--- src/logic/mcdt_regs.vh ---
// register offsets, field positions and reset values for the timer block
`ifndef MCDT_REGS_VH
`define MCDT_REGS_VH
// register byte offsets within the module window
`define MCDT_OFS_MC_SIC 8'h10
`define MCDT_OFS_MC_CNT 8'h12
`define MCDT_OFS_MC_ML 8'h14
`define MCDT_OFS_DA_SIC 8'h18
`define MCDT_OFS_DA_A 8'h1a
`define MCDT_OFS_DA_B 8'h1c
// common status/control field positions
`define MCDT_FLAG_BIT 15
`define MCDT_LVL_HI 14
`define MCDT_LVL_LO 12
`define MCDT_ARB3_BIT 11
// modulus counter control fields
`define MCDT_DRIVE_A_BIT 9
`define MCDT_DRIVE_B_BIT 8
`define MCDT_CLK_PIN_BIT 7
`define MCDT_LOAD_PIN_BIT 6
`define MCDT_LD_FALL_BIT 5
`define MCDT_LD_RISE_BIT 4
`define MCDT_CLK_HI 2
`define MCDT_CLK_LO 0
// dual-action control fields
`define MCDT_WOR_BIT 9
`define MCDT_BUS_SEL_BIT 8
`define MCDT_IN_BIT 7
`define MCDT_FORCE_A_BIT 6
`define MCDT_FORCE_B_BIT 5
`define MCDT_POL_BIT 4
`define MCDT_MODE_HI 3
`define MCDT_MODE_LO 0
// dual-action mode codes
`define MCDT_MODE_OFF 4'h0
`define MCDT_MODE_IPW 4'h1
`define MCDT_MODE_PER 4'h2
`define MCDT_MODE_CAP 4'h3
`define MCDT_MODE_CMPB 4'h4
`define MCDT_MODE_CMPAB 4'h5
// clock select codes for the external pin
`define MCDT_CLK_EXT_FALL 3'h6
`define MCDT_CLK_EXT_RISE 3'h7
// reset values and limits
`define MCDT_ML_RESET 16'h0000
`define MCDT_CNT_RESET 16'h0000
`define MCDT_CNT_MAX 16'hffff
`define MCDT_LVL_OFF 3'h0
`endif

--- src/logic/mcdt_dual.v ---
// dual-action capture/compare channel with its own control register
`timescale 1ns/100ps
`include "mcdt_regs.vh"
module mcdt_dual (
    // clock and reset
    input wire clk,
    input wire rstn,
    // register strobes from the top decoder
    input wire sic_wr,
    input wire sic_rd,
    input wire a_wr,
    input wire b_wr,
    input wire [15:0] wdata,
    // time base buses
    input wire [15:0] tbb_a,
    input wire [15:0] tbb_b,
    // channel pin
    input wire pin_in,
    output wire pin_out,
    output wire pin_oe,
    // register views and interrupt state
    output wire [15:0] sic_val,
    output wire [15:0] a_val,
    output wire [15:0] b_val,
    output wire flag,
    output wire [2:0] irq_lvl
);
    reg flag_reg, armed_reg, arb3_reg, wor_reg, bus_sel_reg, pol_reg;
    reg [2:0] irq_lvl_reg;
    reg [3:0] mode_reg;
    reg [15:0] a_reg, b_reg;
    reg ena_a_reg, ena_b_reg, first_reg, drv_reg;
    reg s1_reg, s2_reg, s3_reg, lvl_reg;
    wire [15:0] tb;
    wire rise, fall, in_mode, out_mode, pwm_mode, edge_a, edge_b;
    wire cap_a, cap_b, match_a, match_b, fa, fb, set_ev;
    wire [15:0] msk;
    wire [3:0] mode_next;

    // compare mask per output resolution
    function [15:0] res_mask;
        input [3:0] m;
        begin
            case (m[2:0])
                3'h0: res_mask = 16'hffff;
                3'h1: res_mask = 16'h7fff;
                3'h2: res_mask = 16'h3fff;
                3'h3: res_mask = 16'h1fff;
                3'h4: res_mask = 16'h0fff;
                3'h5: res_mask = 16'h07ff;
                3'h6: res_mask = 16'h01ff;
                default: res_mask = 16'h007f;
            endcase
        end
    endfunction

    assign tb = bus_sel_reg ? tbb_b : tbb_a;
    assign pwm_mode = mode_reg[3];
    assign in_mode = (mode_reg == `MCDT_MODE_IPW) ||
        (mode_reg == `MCDT_MODE_PER) || (mode_reg == `MCDT_MODE_CAP);
    assign out_mode = pwm_mode || (mode_reg == `MCDT_MODE_CMPB) ||
        (mode_reg == `MCDT_MODE_CMPAB);
    assign rise = lvl_reg == 1'b0 && s2_reg == s3_reg && s2_reg == 1'b1;
    assign fall = lvl_reg == 1'b1 && s2_reg == s3_reg && s2_reg == 1'b0;
    assign edge_a = pol_reg ? fall : rise;
    assign edge_b = pol_reg ? rise : fall;
    assign cap_a = in_mode && edge_a;
    assign cap_b = (mode_reg == `MCDT_MODE_IPW) && edge_b;
    assign msk = res_mask(mode_reg);
    assign match_a = pwm_mode ? ((tb & msk) == (a_reg & msk)) :
        (out_mode && ena_a_reg && tb == a_reg);
    assign match_b = pwm_mode ? ((tb & msk) == (b_reg & msk)) :
        (out_mode && ena_b_reg && tb == b_reg);
    // force bits only in output modes
    assign fa = sic_wr && out_mode && wdata[`MCDT_FORCE_A_BIT];
    assign fb = sic_wr && out_mode && wdata[`MCDT_FORCE_B_BIT];
    assign mode_next = sic_wr ? wdata[`MCDT_MODE_HI:`MCDT_MODE_LO] : mode_reg;
    assign set_ev = ((mode_reg == `MCDT_MODE_IPW ||
        mode_reg == `MCDT_MODE_CAP) && cap_a) ||
        ((mode_reg == `MCDT_MODE_PER) && cap_a && first_reg) ||
        ((mode_reg == `MCDT_MODE_CMPB) && match_b) ||
        ((mode_reg == `MCDT_MODE_CMPAB) && (match_a || match_b)) ||
        (pwm_mode && match_a);

    // pin sync, three stages; two last must agree
    always @(posedge clk or negedge rstn) begin
        if (!rstn) begin
            s1_reg <= 1'b0;
            s2_reg <= 1'b0;
            s3_reg <= 1'b0;
            lvl_reg <= 1'b0;
        end else begin
            s1_reg <= pin_in;
            s2_reg <= s1_reg;
            s3_reg <= s2_reg;
            if (s2_reg == s3_reg) begin
                lvl_reg <= s3_reg;
            end
        end
    end

    always @(posedge clk or negedge rstn) begin
        if (!rstn) begin
            flag_reg <= 1'b0;
            armed_reg <= 1'b0;
            irq_lvl_reg <= `MCDT_LVL_OFF;
            arb3_reg <= 1'b0;
            wor_reg <= 1'b0;
            bus_sel_reg <= 1'b0;
            pol_reg <= 1'b0;
            mode_reg <= `MCDT_MODE_OFF;
            a_reg <= 16'h0000;
            b_reg <= 16'h0000;
            ena_a_reg <= 1'b0;
            ena_b_reg <= 1'b0;
            first_reg <= 1'b0;
            drv_reg <= 1'b0;
        end else begin
            if (sic_wr) begin
                irq_lvl_reg <= wdata[`MCDT_LVL_HI:`MCDT_LVL_LO];
                arb3_reg <= wdata[`MCDT_ARB3_BIT];
                // kept and read back in every mode
                wor_reg <= wdata[`MCDT_WOR_BIT];
                bus_sel_reg <= wdata[`MCDT_BUS_SEL_BIT];
                pol_reg <= wdata[`MCDT_POL_BIT];
                mode_reg <= mode_next;
            end
            // set wins over clear; disabled holds it low
            if (mode_next == `MCDT_MODE_OFF) begin
                flag_reg <= 1'b0;
            end else if (set_ev) begin
                flag_reg <= 1'b1;
            end else if (sic_wr && armed_reg && !wdata[`MCDT_FLAG_BIT]) begin
                flag_reg <= 1'b0;
            end
            if (sic_rd && flag_reg) begin
                armed_reg <= 1'b1;
            end else if (sic_wr) begin
                armed_reg <= 1'b0;
            end
            // period mode skips the flag on its first capture
            if (mode_reg != `MCDT_MODE_PER) begin
                first_reg <= 1'b0;
            end else if (cap_a) begin
                first_reg <= 1'b1;
            end
            // captures override a same-cycle software write
            if (cap_a) begin
                a_reg <= tb;
            end else if (a_wr) begin
                a_reg <= wdata;
            end
            if (cap_b) begin
                b_reg <= tb;
            end else if (cap_a && mode_reg == `MCDT_MODE_PER) begin
                b_reg <= a_reg;
            end else if (b_wr) begin
                b_reg <= wdata;
            end
            // one-shot comparators armed by a data write
            if (a_wr) begin
                ena_a_reg <= 1'b1;
            end else if (match_a) begin
                ena_a_reg <= 1'b0;
            end
            if (b_wr) begin
                ena_b_reg <= 1'b1;
            end else if (match_b) begin
                ena_b_reg <= 1'b0;
            end
            // output flip-flop; both forces reset it
            if (fa && fb) begin
                drv_reg <= pol_reg;
            end else if (match_b || fb) begin
                drv_reg <= pol_reg;
            end else if (match_a || fa) begin
                drv_reg <= ~pol_reg;
            end
        end
    end

    // open-drain only releases the high level
    assign pin_oe = out_mode && (!wor_reg || !drv_reg);
    assign pin_out = drv_reg;
    // pin status source depends on mode
    assign sic_val = {flag_reg, irq_lvl_reg, arb3_reg, 1'b0, wor_reg,
        bus_sel_reg, (out_mode ? drv_reg : lvl_reg), 2'b00, pol_reg,
        mode_reg};
    assign a_val = a_reg;
    assign b_val = b_reg;
    assign flag = flag_reg;
    assign irq_lvl = irq_lvl_reg;
endmodule // mcdt_dual

--- src/logic/mcdt_top.v ---
// modulus counter, register access and dual-action channel of the timer
`timescale 1ns/100ps
`include "mcdt_regs.vh"
module mcdt_top (
    // clock and reset
    input wire clk,
    input wire rstn,
    // submodule register bus
    input wire bus_sel,
    input wire bus_wr,
    input wire [7:0] bus_addr,
    input wire [15:0] bus_wdata,
    output reg [15:0] bus_rdata,
    output reg bus_ack,
    // prescaler tap pulses, same clock
    input wire [5:0] pclk_tick,
    // module-wide arbitration field
    input wire [2:0] module_arb_field,
    // counter pins
    input wire external_counter_clock_pin,
    input wire modulus_load_pin,
    // time base buses
    input wire [15:0] tbb_a_in,
    input wire [15:0] tbb_b_in,
    output reg [15:0] tbb_a_out,
    output reg tbb_a_oe,
    output reg [15:0] tbb_b_out,
    output reg tbb_b_oe,
    // dual-action channel pin
    input wire da_pin_in,
    output wire da_pin_out,
    output wire da_pin_oe,
    // interrupt request and acknowledge
    output wire [7:1] irq_req,
    input wire iack_strobe,
    input wire [2:0] iack_level,
    output wire mc_iack_hit,
    output wire da_iack_hit,
    output wire [3:0] mc_arb_id,
    output wire [3:0] da_arb_id
);
    reg ovf_flag_reg, armed_reg, arb3_reg, drive_a_reg, drive_b_reg;
    reg ld_fall_en_reg, ld_rise_en_reg, load_pend_reg;
    reg [2:0] irq_lvl_reg, clk_sel_reg;
    reg [15:0] cnt_reg, cnt_next, ml_reg;
    reg c1_reg, c2_reg, c3_reg, clk_lvl_reg;
    reg l1_reg, l2_reg, l3_reg, ld_lvl_reg;
    reg tick;
    wire wr_mc_sic, wr_cnt, wr_ml, rd_mc_sic;
    wire wr_da_sic, wr_da_a, wr_da_b, rd_da_sic;
    wire c_agree, l_agree, ext_rise, ext_fall, ld_rise, ld_fall, ld_edge;
    wire ovf, mc_pend, da_flag;
    wire [2:0] da_irq_lvl;
    wire [15:0] mc_sic_val, da_sic_val, da_a_val, da_b_val;

    // request line for a level, none at level zero
    function [7:1] level_line;
        input [2:0] lvl;
        input pend;
        integer i;
        begin
            level_line = 7'h00;
            for (i = 1; i < 8; i = i + 1) begin
                if (pend && lvl == i[2:0]) begin
                    level_line[i] = 1'b1;
                end
            end
        end
    endfunction

    // register decode
    assign wr_mc_sic = bus_sel && bus_wr && bus_addr == `MCDT_OFS_MC_SIC;
    assign rd_mc_sic = bus_sel && !bus_wr && bus_addr == `MCDT_OFS_MC_SIC;
    assign wr_cnt = bus_sel && bus_wr && bus_addr == `MCDT_OFS_MC_CNT;
    assign wr_ml = bus_sel && bus_wr && bus_addr == `MCDT_OFS_MC_ML;
    assign wr_da_sic = bus_sel && bus_wr && bus_addr == `MCDT_OFS_DA_SIC;
    assign rd_da_sic = bus_sel && !bus_wr && bus_addr == `MCDT_OFS_DA_SIC;
    assign wr_da_a = bus_sel && bus_wr && bus_addr == `MCDT_OFS_DA_A;
    assign wr_da_b = bus_sel && bus_wr && bus_addr == `MCDT_OFS_DA_B;

    // three-stage filter assumes pin slower than clk/4
    // status bits and edges lag the pins by about three clocks
    always @(posedge clk or negedge rstn) begin
        if (!rstn) begin
            c1_reg <= 1'b0;
            c2_reg <= 1'b0;
            c3_reg <= 1'b0;
            clk_lvl_reg <= 1'b0;
            l1_reg <= 1'b0;
            l2_reg <= 1'b0;
            l3_reg <= 1'b0;
            ld_lvl_reg <= 1'b0;
        end else begin
            c1_reg <= external_counter_clock_pin;
            c2_reg <= c1_reg;
            c3_reg <= c2_reg;
            l1_reg <= modulus_load_pin;
            l2_reg <= l1_reg;
            l3_reg <= l2_reg;
            if (c_agree) begin
                clk_lvl_reg <= c3_reg;
            end
            if (l_agree) begin
                ld_lvl_reg <= l3_reg;
            end
        end
    end

    assign c_agree = c2_reg == c3_reg;
    assign l_agree = l2_reg == l3_reg;
    assign ext_rise = c_agree && c3_reg && !clk_lvl_reg;
    assign ext_fall = c_agree && !c3_reg && clk_lvl_reg;
    assign ld_rise = l_agree && l3_reg && !ld_lvl_reg;
    assign ld_fall = l_agree && !l3_reg && ld_lvl_reg;
    assign ld_edge = (ld_rise_en_reg && ld_rise) ||
        (ld_fall_en_reg && ld_fall);

    always @* begin
        case (clk_sel_reg)
            3'h0: tick = pclk_tick[0];
            3'h1: tick = pclk_tick[1];
            3'h2: tick = pclk_tick[2];
            3'h3: tick = pclk_tick[3];
            3'h4: tick = pclk_tick[4];
            3'h5: tick = pclk_tick[5];
            `MCDT_CLK_EXT_FALL: tick = ext_fall;
            `MCDT_CLK_EXT_RISE: tick = ext_rise;
            default: tick = 1'b0;
        endcase
    end

    // overflow is a counted step out of all ones
    assign ovf = tick && cnt_reg == `MCDT_CNT_MAX && !wr_cnt &&
        !load_pend_reg;

    // counter next value; write beats load beats count
    always @* begin
        cnt_next = cnt_reg;
        if (wr_cnt) begin
            cnt_next = bus_wdata;
        end else if (load_pend_reg) begin
            cnt_next = ml_reg;
        end else if (ovf) begin
            cnt_next = ml_reg;
        end else if (tick) begin
            cnt_next = cnt_reg + 16'h0001;
        end
    end

    always @(posedge clk or negedge rstn) begin
        if (!rstn) begin
            ovf_flag_reg <= 1'b0;
            armed_reg <= 1'b0;
            irq_lvl_reg <= `MCDT_LVL_OFF;
            arb3_reg <= 1'b0;
            drive_a_reg <= 1'b0;
            drive_b_reg <= 1'b0;
            ld_fall_en_reg <= 1'b0;
            ld_rise_en_reg <= 1'b0;
            clk_sel_reg <= 3'h0;
            cnt_reg <= `MCDT_CNT_RESET;
            ml_reg <= `MCDT_ML_RESET;
            load_pend_reg <= 1'b0;
        end else begin
            cnt_reg <= cnt_next;
            load_pend_reg <= ld_edge;
            // latch follows counter or own write
            if (wr_cnt || wr_ml) begin
                ml_reg <= bus_wdata;
            end
            if (wr_mc_sic) begin
                irq_lvl_reg <= bus_wdata[`MCDT_LVL_HI:`MCDT_LVL_LO];
                arb3_reg <= bus_wdata[`MCDT_ARB3_BIT];
                drive_a_reg <= bus_wdata[`MCDT_DRIVE_A_BIT];
                drive_b_reg <= bus_wdata[`MCDT_DRIVE_B_BIT];
                ld_fall_en_reg <= bus_wdata[`MCDT_LD_FALL_BIT];
                ld_rise_en_reg <= bus_wdata[`MCDT_LD_RISE_BIT];
                clk_sel_reg <= bus_wdata[`MCDT_CLK_HI:`MCDT_CLK_LO];
            end
            // set wins over a same-cycle clear
            if (ovf) begin
                ovf_flag_reg <= 1'b1;
            end else if (wr_mc_sic && armed_reg &&
                    !bus_wdata[`MCDT_FLAG_BIT]) begin
                ovf_flag_reg <= 1'b0;
            end
            // clear needs a prior read showing one
            if (rd_mc_sic && ovf_flag_reg) begin
                armed_reg <= 1'b1;
            end else if (wr_mc_sic) begin
                armed_reg <= 1'b0;
            end
        end
    end

    // pin levels clear on reset but bypass writes
    // pin bits come from the filter, so writes cannot touch them
    assign mc_sic_val = {ovf_flag_reg, irq_lvl_reg, arb3_reg, 1'b0,
        drive_a_reg, drive_b_reg, clk_lvl_reg, ld_lvl_reg, ld_fall_en_reg,
        ld_rise_en_reg, 1'b0, clk_sel_reg};

    // read data and ack one cycle after the strobe
    // unmapped offsets still ack so a host never waits forever
    always @(posedge clk or negedge rstn) begin
        if (!rstn) begin
            bus_rdata <= 16'h0000;
            bus_ack <= 1'b0;
        end else begin
            bus_ack <= bus_sel;
            if (bus_sel && !bus_wr) begin
                case (bus_addr)
                    `MCDT_OFS_MC_SIC: bus_rdata <= mc_sic_val;
                    `MCDT_OFS_MC_CNT: bus_rdata <= cnt_reg;
                    `MCDT_OFS_MC_ML: bus_rdata <= ml_reg;
                    `MCDT_OFS_DA_SIC: bus_rdata <= da_sic_val;
                    `MCDT_OFS_DA_A: bus_rdata <= da_a_val;
                    `MCDT_OFS_DA_B: bus_rdata <= da_b_val;
                    default: bus_rdata <= 16'h0000;
                endcase
            end
        end
    end

    // time base bus drive, from registered count
    always @(posedge clk or negedge rstn) begin
        if (!rstn) begin
            tbb_a_out <= 16'h0000;
            tbb_b_out <= 16'h0000;
            tbb_a_oe <= 1'b0;
            tbb_b_oe <= 1'b0;
        end else begin
            tbb_a_out <= cnt_next;
            tbb_b_out <= cnt_next;
            tbb_a_oe <= wr_mc_sic ? bus_wdata[`MCDT_DRIVE_A_BIT] :
                drive_a_reg;
            tbb_b_oe <= wr_mc_sic ? bus_wdata[`MCDT_DRIVE_B_BIT] :
                drive_b_reg;
        end
    end

    mcdt_dual u_dual (
        .clk(clk),
        .rstn(rstn),
        .sic_wr(wr_da_sic),
        .sic_rd(rd_da_sic),
        .a_wr(wr_da_a),
        .b_wr(wr_da_b),
        .wdata(bus_wdata),
        .tbb_a(tbb_a_in),
        .tbb_b(tbb_b_in),
        .pin_in(da_pin_in),
        .pin_out(da_pin_out),
        .pin_oe(da_pin_oe),
        .sic_val(da_sic_val),
        .a_val(da_a_val),
        .b_val(da_b_val),
        .flag(da_flag),
        .irq_lvl(da_irq_lvl)
    );

    assign mc_pend = ovf_flag_reg && irq_lvl_reg != `MCDT_LVL_OFF;
    // level zero maps to no line, so a disabled source stays silent
    assign irq_req = level_line(irq_lvl_reg, ovf_flag_reg) |
        level_line(da_irq_lvl, da_flag);
    // respond only to an ack at our own level
    assign mc_iack_hit = iack_strobe && mc_pend && iack_level == irq_lvl_reg;
    assign da_iack_hit = iack_strobe && da_flag &&
        da_irq_lvl != `MCDT_LVL_OFF && iack_level == da_irq_lvl;
    assign mc_arb_id = {arb3_reg, module_arb_field};
    assign da_arb_id = {da_sic_val[`MCDT_ARB3_BIT], module_arb_field};
endmodule // mcdt_top

--- config.mk ---
export PLATFORM = sky130hd
export DESIGN_NAME = mcdt_top
export DESIGN_NICKNAME = d
export VERILOG_FILES = /design/src/logic/mcdt_dual.v /design/src/logic/mcdt_top.v
export VERILOG_INCLUDE_DIRS = /design/src /design/src/logic
export SDC_FILE = /design/constraint.sdc
export NUM_CORES = 1
export LEC_CHECK = 0
export ABC_AREA = 1
export BUFFER_PORTS_ARGS = -buffer_cell sky130_fd_sc_hd__buf_2
export CAP_MARGIN = 10
export CORE_UTILIZATION = 50
export DETAILED_ROUTE_END_ITERATION = 7
export HOLD_SLACK_MARGIN = 0.08
export PLACE_DENSITY = 0.72
export SETUP_SLACK_MARGIN = 0.4
export SLEW_MARGIN = 20
export SYNTH_ARGS = -nofsm -noshare
export SYNTH_HDL_FRONTEND = slang
export SYNTH_HIERARCHICAL = 1
export SYNTH_SLANG_ARGS = --single-unit
--- constraint.sdc ---
create_clock -name clk -period 2.7 [get_ports clk]
set_clock_uncertainty 0.1 [all_clocks]
set_input_delay 0.135 -clock clk [delete_from_list [all_inputs] [get_ports clk]]
set_output_delay 0.135 -clock clk [all_outputs]
set_load 0.05 [all_outputs]
Yosys cells after proc, flatten, opt, wreduce, memory -nomap -nowiden. Index checks and enable logic that the tools add are counted.

Add/subtract/negate cells: 1. $mul: 0. Div/mod/pow operators: 0. Magnitude comparators: 0. Equality and inequality tests: 49. Shifts and indexed selects: 0. Muxes and demuxes: 51. Bitwise operators: 7. Reductions and logical operators: 111.

Operators with widths (number): two-way mux 16 bit (10); case mux 16 bit (7 select lines) (1); case mux 16 bit (6 select lines) (1); logical AND 1 bit (70); == test 16 bit (4); bitwise AND 16 bit (3); == test 8 x 5 -> 1 bit, second input constant (6); == test 3 bit, second input constant (15); two-way mux 1 bit (37); == test 3 x 2 -> 1 bit, second input constant (8); adder 16 x 1 -> 16 bit, second input constant (1); == test 16 bit, second input constant (1); logical OR 1 bit (15); nonzero test 3 bit (5); nonzero test 2 bit (7); == test 3 x 1 -> 1 bit, second input constant (4); zero test 1 bit (10); == test 4 x 2 -> 1 bit, second input constant (2); == test 4 x 3 -> 1 bit, second input constant (2); case mux 1 bit (8 select lines) (1); bitwise OR 7 bit (1); == test 3 bit (2); zero test 3 bit (2); == test 4 x 1 -> 1 bit, second input constant (1); other kinds (6) (10).

Flip-flop bits (word level): 124. Latch bits: 0. Memory bits (writable): 0. Memory bits (read-only): 0. Bits of input ports: 76. Output and inout bits: 70. Logic and storage cells: 259. Memories kept: 0.

Longest topological paths before layout. Gate-level depths: netlist of the first run.

Depth in word-level cells: 13. Gate-level depth with buffers: 18. Depth with buffers taken out: 16.

Modules after synthesis. Netlist of the first run, hierarchy kept.

By module, submodules not included: mcdt_top (instances 1, cells each 653, area an instance 4623.2 µm², sequential area each 1776.7 µm²); mcdt_dual (instances 1, cells each 618, area an instance 4020.1 µm², sequential area each 1326.3 µm²).

Least setup slack after synthesis of the first run. Ideal clock, no wire load.

Kind: reg-to-output. Start point: register irq_lvl_reg[1]. End point: output mc_iack_hit. Data arrival time: 2.230 ns. Required time: 2.465 ns. Setup slack: 0.235 ns. Stages on the path, launching flop included: 4. Path buffers: 1. Cell sequence: dfrtp_1 clkbuf_1 xor2_1 nor4_1.

Cells in the longest elaborated chain, start to end: 4. Elaborated cells on any way between the ends: 5. Those cells by class: eq/ne (1); reduce/logical (4).

Ends and longest elaborated chain: from (decl) (line mcdt_top.v:44) `reg [2:0] irq_lvl_reg, clk_sel_reg;`; from (signal assigned) (line mcdt_top.v:154) `` irq_lvl_reg <= `MCDT_LVL_OFF; ``; from (signal assigned) (line mcdt_top.v:172) `` irq_lvl_reg <= bus_wdata[`MCDT_LVL_HI:`MCDT_LVL_LO]; ``; nonzero test 3 bit (no line); logical AND 1 bit (no line); logical AND 1 bit (line mcdt_top.v:266) `assign mc_iack_hit = iack_strobe && mc_pend && iack_level == irq_lvl_reg;`; logical AND 1 bit (*) (line mcdt_top.v:266); to (decl) (line mcdt_top.v:37) `output wire mc_iack_hit,`.

Mark *: on every way between the ends. The rest lies on a longest branch, timed or not.

==> results of run 1 <==
## final timing paths
path                               start            endpoint  slack [ns]  depth (start not counted)
max                         tbb_b_out[1]        tbb_b_out[7]        0.52                         11
min                                 rstn        bus_rdata[1]        0.08                          2
max reg2reg                 tbb_b_out[1]        tbb_b_out[7]        0.52                         11
min reg2reg                u_dual/s1_reg       u_dual/s2_reg        0.25                          0
max in group asynchronous           rstn  u_dual/bus_sel_reg        1.69                          3
min in group clk             tbb_b_in[5]     u_dual/b_val[5]        0.09                          5
## where the power goes
part | internal [W] | switching, W
Combinational | 0.000357 | 0.000916
Clock | 0.00154 | 0.000917
Sequential | 0.00198 | 0.000182
Total | 0.00388 | 0.00201
## routing by layer
layer  track usage, %  share of wire [%]
met2             55.6                 45
met4             17.0                4.3
met1             46.9                 41
met5                0                  0
met3             5.97                9.7
## timing repair
item / 4_1_cts / 5_1_grt
endpoints found under the setup margin: 0 / 17
resized for setup: 0 / 5
hold endpoints to repair: 197 / 0
hold buffers: 31 / 0
## worst register-to-register path, stage by stage, from the launching register on
cell	delay, ns
dfrtp_1	0.43
ha_1	0.24
nand3_2	0.14
nor2_4	0.21
nand3b_4	0.14
nor2_4	0.15
nand3_4	0.10
buf_4	0.22
nand3_1	0.14
nand3_1	0.09
nand2_1	0.07
nand2_1	0.05
## through the flow
stage / cell area [um2] / hold WS (ns) / setup slack, ns / utilization, % / total power [W]
floorplan: 8660 / -0.261 / 0.421 / - / 0.00310
global placement: 9400 / -0.00127 / 0.444 / 56.1 / 0.00340
detailed placement: 9400 / -0.00101 / 0.449 / 56.1 / 0.00341
CTS: 10300 / 0.0869 / 0.487 / 61.6 / 0.00588
global route: 10300 / 0.111 / 0.377 / 61.7 / 0.00609
finish: 10300 / 0.0805 / 0.521 / 61.7 / 0.00589
## layout make-up
type	count	area share, %
clock buffers	18	4.15
clock inverters	14	1.90
inverters	176	6.46
multi-input cells	896	42.7
flip-flops and latches	124	30.0
well taps	220	2.66
repair buffers	200	12.1
## cell families (layout without fill, tap and decap cells)
family / Yosys count / after routing / share of synthesized area (%)
AOI/OAI and AO/OA: 184 / 184 / 13.1
xor gates and xnor gates: 16 / 16 / 1.62
adders and majority gates: 5 / 5 / 0.724
buffers and inverters: 253 / 408 / 13.4
DFF: 124 / 124 / 35.9
other: 1 / 3 / 0.0434
and+or+nand+nor: 688 / 688 / 35.2
## cell usage in the layout (no fill, tap or decap), types with 7 or more instances in the layout
cell,instances
o221ai_1,34
dfrtp_1,123
xor2_1,15
inv_1,168
o211ai_1,12
nand4_1,7
a21oi_1,37
nand2_1,387
o21ai_1,13
dlygate4sd3_1,31
o21ai_0,63
buf_4,33
clkbuf_16,17
nor2_2,7
nand3_1,151
o22ai_1,13
nand2_4,10
nand2_2,23
nor3_1,7
buf_2,135
nor2_1,78
==> out/summary.log, run 1 <==
INFO  critical_path  worst_ep_required_time=2.93ns
INFO  routing        drc=0
INFO  synthesis      synth-seq-cells=124
INFO  flow_run       cap_violations=0
INFO  critical_path  timing.critical_path.to_type=register
INFO  clock_tree     tritoncts=built
INFO  global_route   first_global_vias=8814
INFO  synthesis      post_synth_inst_count=1271
INFO  synthesis      post-synth-top-count-cell=nand2_1
INFO  synthesis      post_synth_main_area_contributors=dfrtp_1 (36%), nand2_1 (17%), nand3_1 (8.8%)
INFO  placed_design  portBuffers=136
INFO  clock_tree     cts_max_path_buffers=2
INFO  clock_tree     post_cts.repair.setup_buffers=0
INFO  synthesis      synth_edf_count=0
INFO  die            floorplan_die_height=133um
INFO  routing        vias=9366
INFO  critical_path  critical_path.startpoint_type=register
INFO  sta            total_negative_setup_slacks=0ns
INFO  routing        vias_per_cell=5.68
INFO  routing        drt.antenna.violating_nets=0
INFO  critical_path  slowest_stage=dfrtp_1
INFO  power          worst_ir_drop_vdd=0.459mV
INFO  cells_and_area layout.filler_cells=1588
INFO  cells_and_area ff_latch_area=3100um2
INFO  sta            report.final.hold_viol_count=0
INFO  placed_design  gpl.final_weighted_congestion=1.01
INFO  sta            finalSetupViolCount=0
INFO  clock_tree     clk_pin_slew_worst_paths=0.06ns
INFO  clock_tree     cts-root-buf=clkbuf_16
INFO  global_route   grt_antenna_before_repair=0
INFO  global_route   global_route_wire_length_before_repair=47.4mm
INFO  routing        initialDrtViolationCount=1076
INFO  power          power_density=569nW/um2
INFO  routing        drt_wl_total=30.3mm
INFO  cells_and_area multi_input_area=4420um2
INFO  global_route   groute.usage.overall=35.2%
INFO  global_route   pin_count_of_the_biggest_net_entering_global_routing=49
INFO  die            fp-row-count=47
INFO  clock_tree     cts_inserted_buffers=17
INFO  critical_path  sum_of_buffers_and_inverters_on_the_critical_path=1
INFO  cells_and_area final_cell_count_no_fill=1648
INFO  sta            fmax=0.459GHz
INFO  placed_design  hpwl=22.3mm
INFO  clock_tree     clkSinkCount=124
INFO  routing        drt_pass1_iterations=7
INFO  sta            tightestPinTransition=0.944ns
INFO  clock_tree     cts-htree-levels=4
INFO  critical_path  critPathArrivalTime=2.41ns
INFO  synthesis      post_synth_instance_area=8640um2
INFO  power          power_leakage=5.36nW
INFO  synthesis      ys_seq_area_share=35.9%
INFO  synthesis      synth.cells.most_frequent=nand2_1 (387), inv_1 (168), nand3_1 (152), dfrtp_1 (124), nor2_1 (79)
INFO  sta            maxSlewViolCount=0
INFO  die            dieArea=17800um2
INFO  die            io_pins=146
INFO  die            dieWidth=133um
INFO  sta            period_share=80.7%
INFO  die            coreArea=16800um2
INFO  routing        route.detailed.wl_per_inst=18.4um
INFO  sta            final.min_clock_period=2.18ns
INFO  sta            rsz0062_at_grt=true
INFO  outcome        result_of_the_run=complete, no violations
INFO  global_route   global_route.overflow_total=0
INFO  critical_path  crit_fanout=17
INFO  critical_path  cp_slowest_stage_delay=0.43ns
INFO  synthesis      synth_cell_type_count=46
INFO  critical_path  timing_worst_setup_path_type=register to register
INFO  cells_and_area finalNetCount=1496
INFO  synthesis      avgSynthCellArea=6.80um2
INFO  clock_tree     clk-insertion-delay-late=0.44ns
INFO  die            initial_utilization=51.6%
INFO  critical_path  cell_type_group_with_the_largest_total_delay_on_the_critical_path=simple AND/OR/NAND/NOR gates
INFO  synthesis      synth-warning-count=6
INFO  hold_path      min-delay-path-class=input pin to async pin
INFO  critical_path  critical_path_cell_sequence=ha_1, nand3_2, nor2_4, nand3b_4, nor2_4, nand3_4, buf_4, nand3_1, nand3_1, nand2_1, nand2_1
INFO  sta            worst_slew_margin_rel=36.6%
INFO  cells_and_area layout_cell_share_with_drive_strength_beyond_1=18.4%
INFO  synthesis      synth_top_area_cell=dfrtp_1
INFO  synthesis      synth_top_cell_area_share=35.9%
INFO  synthesis      synth_flop_cell=dfrtp_1
INFO  synthesis      synth_async_sr_flop_share=100%
INFO  cells_and_area num_antenna_cells=0
INFO  cells_and_area area_delta_synth_final=19.7%
INFO  placed_design  place_inst=1585
No activity file was read; power rests on OpenSTA's default activity.
==> run 2, diff against run 1 <==
--- a/config.mk
+++ b/config.mk
@@ -12,7 +12,7 @@
 export CORE_UTILIZATION = 50
 export DETAILED_ROUTE_END_ITERATION = 7
 export HOLD_SLACK_MARGIN = 0.08
-export PLACE_DENSITY = 0.72
+export PLACE_DENSITY = 0.75
 export SETUP_SLACK_MARGIN = 0.4
 export SLEW_MARGIN = 20
 export SYNTH_ARGS = -nofsm -noshare
==> constraint.sdc (replaced) <==
create_clock -name clk -period 2 [get_ports clk]
set_clock_uncertainty 0.1 [all_clocks]
set_input_delay 0.1 -clock clk [delete_from_list [all_inputs] [get_ports clk]]
set_output_delay 0.1 -clock clk [all_outputs]
set_load 0.05 [all_outputs]
==> run 2 against run 1 <==
  * The flow now finishes with violations (negative hold slack, negative setup slack)
  * Maximum frequency rose by 0.67%
  * Final area rose by 20%
  * Clock power rose by 31%
  * Non-clock buffer count rose by 91
  * Combinational power rose by 69%
  * Worst hold slack got worse by 0.091 ns
  * Flip-flop and latch count did not move
  * Critical path depth rose by 4
  * Setup slack got worse by 0.69 ns
==> out/summary.log, run 2 (same netlist as run 1, synthesis figures left out) <==
INFO  sta            final.min_clock_period=2.16ns
INFO  critical_path  cp_slowest_stage_delay=0.39ns
INFO  placed_design  gpl.final_weighted_congestion=1.00
INFO  die            floorplan_die_height=133um
INFO  clock_tree     cts_inserted_buffers=17
INFO  cells_and_area num_antenna_cells=0
INFO  routing        vias_per_cell=5.90
INFO  power          power.switching_fraction=36.8%
INFO  global_route   pin_count_of_the_biggest_net_entering_global_routing=47
INFO  cells_and_area multi_input_area=5390um2
INFO  critical_path  critPathArrivalTime=2.42ns
INFO  routing        drc=0
INFO  outcome        result_of_the_run=finished with violations
INFO  routing        route.detailed.wl_per_inst=20.2um
INFO  cells_and_area area_delta_synth_final=44.1%
INFO  routing        drt_wl_total=35.1mm
INFO  die            initial_utilization=51.6%
INFO  clock_tree     clk_pin_slew_worst_paths=0.06ns
INFO  power          clock_power_share=38.8%
INFO  power          p_sw=0.00305W
INFO  cells_and_area layout_common_cells=nand2_1 (324), inv_1 (152), buf_2 (130)
INFO  critical_path  timing_worst_setup_path_type=register to register
INFO  routing        met3_wirelength=3.50mm
INFO  global_route   grt_antenna_before_repair=0
INFO  clock_tree     cts-htree-levels=4
INFO  power          power_frac_seq=35.2%
INFO  cells_and_area post-route-cell-area=12500um2
INFO  die            io_pins=146
INFO  placed_design  portBuffers=136
INFO  routing        initialDrtViolationCount=1356
INFO  power          power.share.combinational=26.0%
INFO  power          total_power=0.00828W
INFO  global_route   global_route_wire_length_before_repair=50.2mm
INFO  power          power_density=665nW/um2
INFO  clock_tree     tritoncts=built
INFO  critical_path  critical_path.startpoint_type=register
INFO  cells_and_area finalNetCount=1590
INFO  placed_design  place_inst=1634
INFO  global_route   groute.usage.overall=37.1%
INFO  routing        drt_pass1_iterations=6
INFO  cells_and_area layout_commonest_cell=nand2_1
INFO  clock_tree     clkSinkCount=124
INFO  critical_path  slowest_stage=dfrtp_1
INFO  outcome        violated_checks=negative hold slack, negative setup slack
INFO  cells_and_area final_core_utilization=74.3%
INFO  clock_tree     cts_max_path_buffers=2
INFO  cells_and_area ff_latch_area=3130um2
INFO  critical_path  critical_path_cell_sequence=buf_6, buf_8, nand2_2, nand2_2, nand2_1, nand2_1, nor2_2, inv_1, nor2_2, nand2_1, nor2_1, nand4_1, nand2_1, inv_1, a21oi_2
INFO  critical_path  sum_of_buffers_and_inverters_on_the_critical_path=4
INFO  die            dieArea=17800um2
INFO  sta            report.final.hold_viol_count=1
INFO  critical_path  most_prevalent_standard_cell_on_the_critical_path=nand2_1
INFO  sta            rsz0062_at_grt=true
INFO  power          power_leakage=6.36nW
INFO  routing        drt.antenna.violating_nets=0
INFO  cells_and_area layout.filler_cells=1215
INFO  placed_design  placement.cell_area=10100um2
INFO  power          worst_ir_drop_vdd=0.788mV
INFO  hold_path      min-delay-path-class=input pin to register
INFO  sta            fmax=0.462GHz
INFO  sta            timing.hold.ws=-0.0106ns
INFO  placed_design  hpwl=22.9mm
INFO  cells_and_area final_cell_count_no_fill=1742
INFO  sta            maxSlewViolCount=0
INFO  flow_run       cap_violations=0
INFO  routing        met2_length=16.2mm
INFO  cells_and_area layout_cell_share_with_drive_strength_beyond_1=36.8%
INFO  critical_path  timing.critical_path.to_type=register
INFO  sta            finalSetupViolCount=3
INFO  power          intPower=0.00524W
INFO  routing        met1_length=13.3mm
INFO  placed_design  pre_cts_ws=-0.0930ns
INFO  sta            period_share=108%
INFO  critical_path  crit_fanout=9
INFO  clock_tree     clk-insertion-delay-late=0.43ns
INFO  die            fp-row-count=47
INFO  die            dieWidth=133um
INFO  die            coreArea=16800um2
INFO  routing        vias=10286
INFO  global_route   global_route.overflow_total=0
INFO  routing        highest_layer=met4
INFO  sta            layout_setup_ws=-0.164ns
INFO  clock_tree     cts-root-buf=clkbuf_16
INFO  critical_path  cell_type_group_with_the_largest_total_delay_on_the_critical_path=simple AND/OR/NAND/NOR gates
INFO  global_route   first_global_vias=9372
INFO  critical_path  worst_ep_required_time=2.26ns
-- run 2: path summary, 6_finish.rpt --
check | from | cells past startpoint | slack (ns) | to
min reg2reg | u_dual/s1_reg | 0 | 0.25 | u_dual/s2_reg
min in group asynchronous | rstn | 3 | 0.55 | l1_reg
max in group asynchronous | rstn | 4 | 0.61 | u_dual/b_val[14]
max reg2reg | u_dual/bus_sel_reg | 15 | -0.16 | u_dual/flag
max | u_dual/bus_sel_reg | 15 | -0.16 | u_dual/flag
min | tbb_b_in[1] | 5 | -0.01 | u_dual/b_val[1]
-- run 2: final cells by class --
class,instances,area share (%)
Clock buffer,17,3.41
Sequential cell,124,25.1
Clock inverter,15,1.43
Multi-Input combinational cell,897,43.3
Tap cell,220,2.21
Inverter,176,5.64
Timing Repair Buffer,291,18.8
Timing Repair inverter,2,0.110
-- run 2: metal layers --
metal / track usage [%] / up-vias
li1: - / 4573
met1: 47.8 / 4784
met2: 60.3 / 737
met3: 6.66 / 192
met4: 17.7 / 0
met5: 0 / -
-- run 2: timing repair --
action,4_1_cts,5_1_grt
resized for setup,171,102
hold endpoints to repair,213,26
pin swaps,50,38
setup buffers,20,17
hold buffers,28,1
gates cloned,4,7
setup endpoints to repair,64,90
-- run 2: power by group through the flow --
stage | Combinational (W) | Clock [W] | Sequential (W)
after floorplan | 0.00104 | 0 | 0.00320
after global placement | 0.00179 | 0 | 0.00294
after detailed placement | 0.00181 | 0 | 0.00294
after CTS | 0.00203 | 0.00321 | 0.00290
after global routing | 0.00227 | 0.00334 | 0.00293
final | 0.00215 | 0.00322 | 0.00291
-- run 2: through the flow --
step | hold WS (ns) | TNS, ns
3_5_place_dp | -0.0945 | -0.203
3_3_place_gp | -0.0942 | -0.130
5_1_grt | 0.00913 | -0.553
4_1_cts | -0.0537 | -0.0183
2_1_floorplan | -0.296 | 0
6_report | -0.0106 | -0.348
-- run 2: worst min-delay path: stages --
cell      delay, ns
buf_2          0.10
nand2_4        0.06
nand2_2        0.10
nand2_1        0.07
o221ai_2       0.06
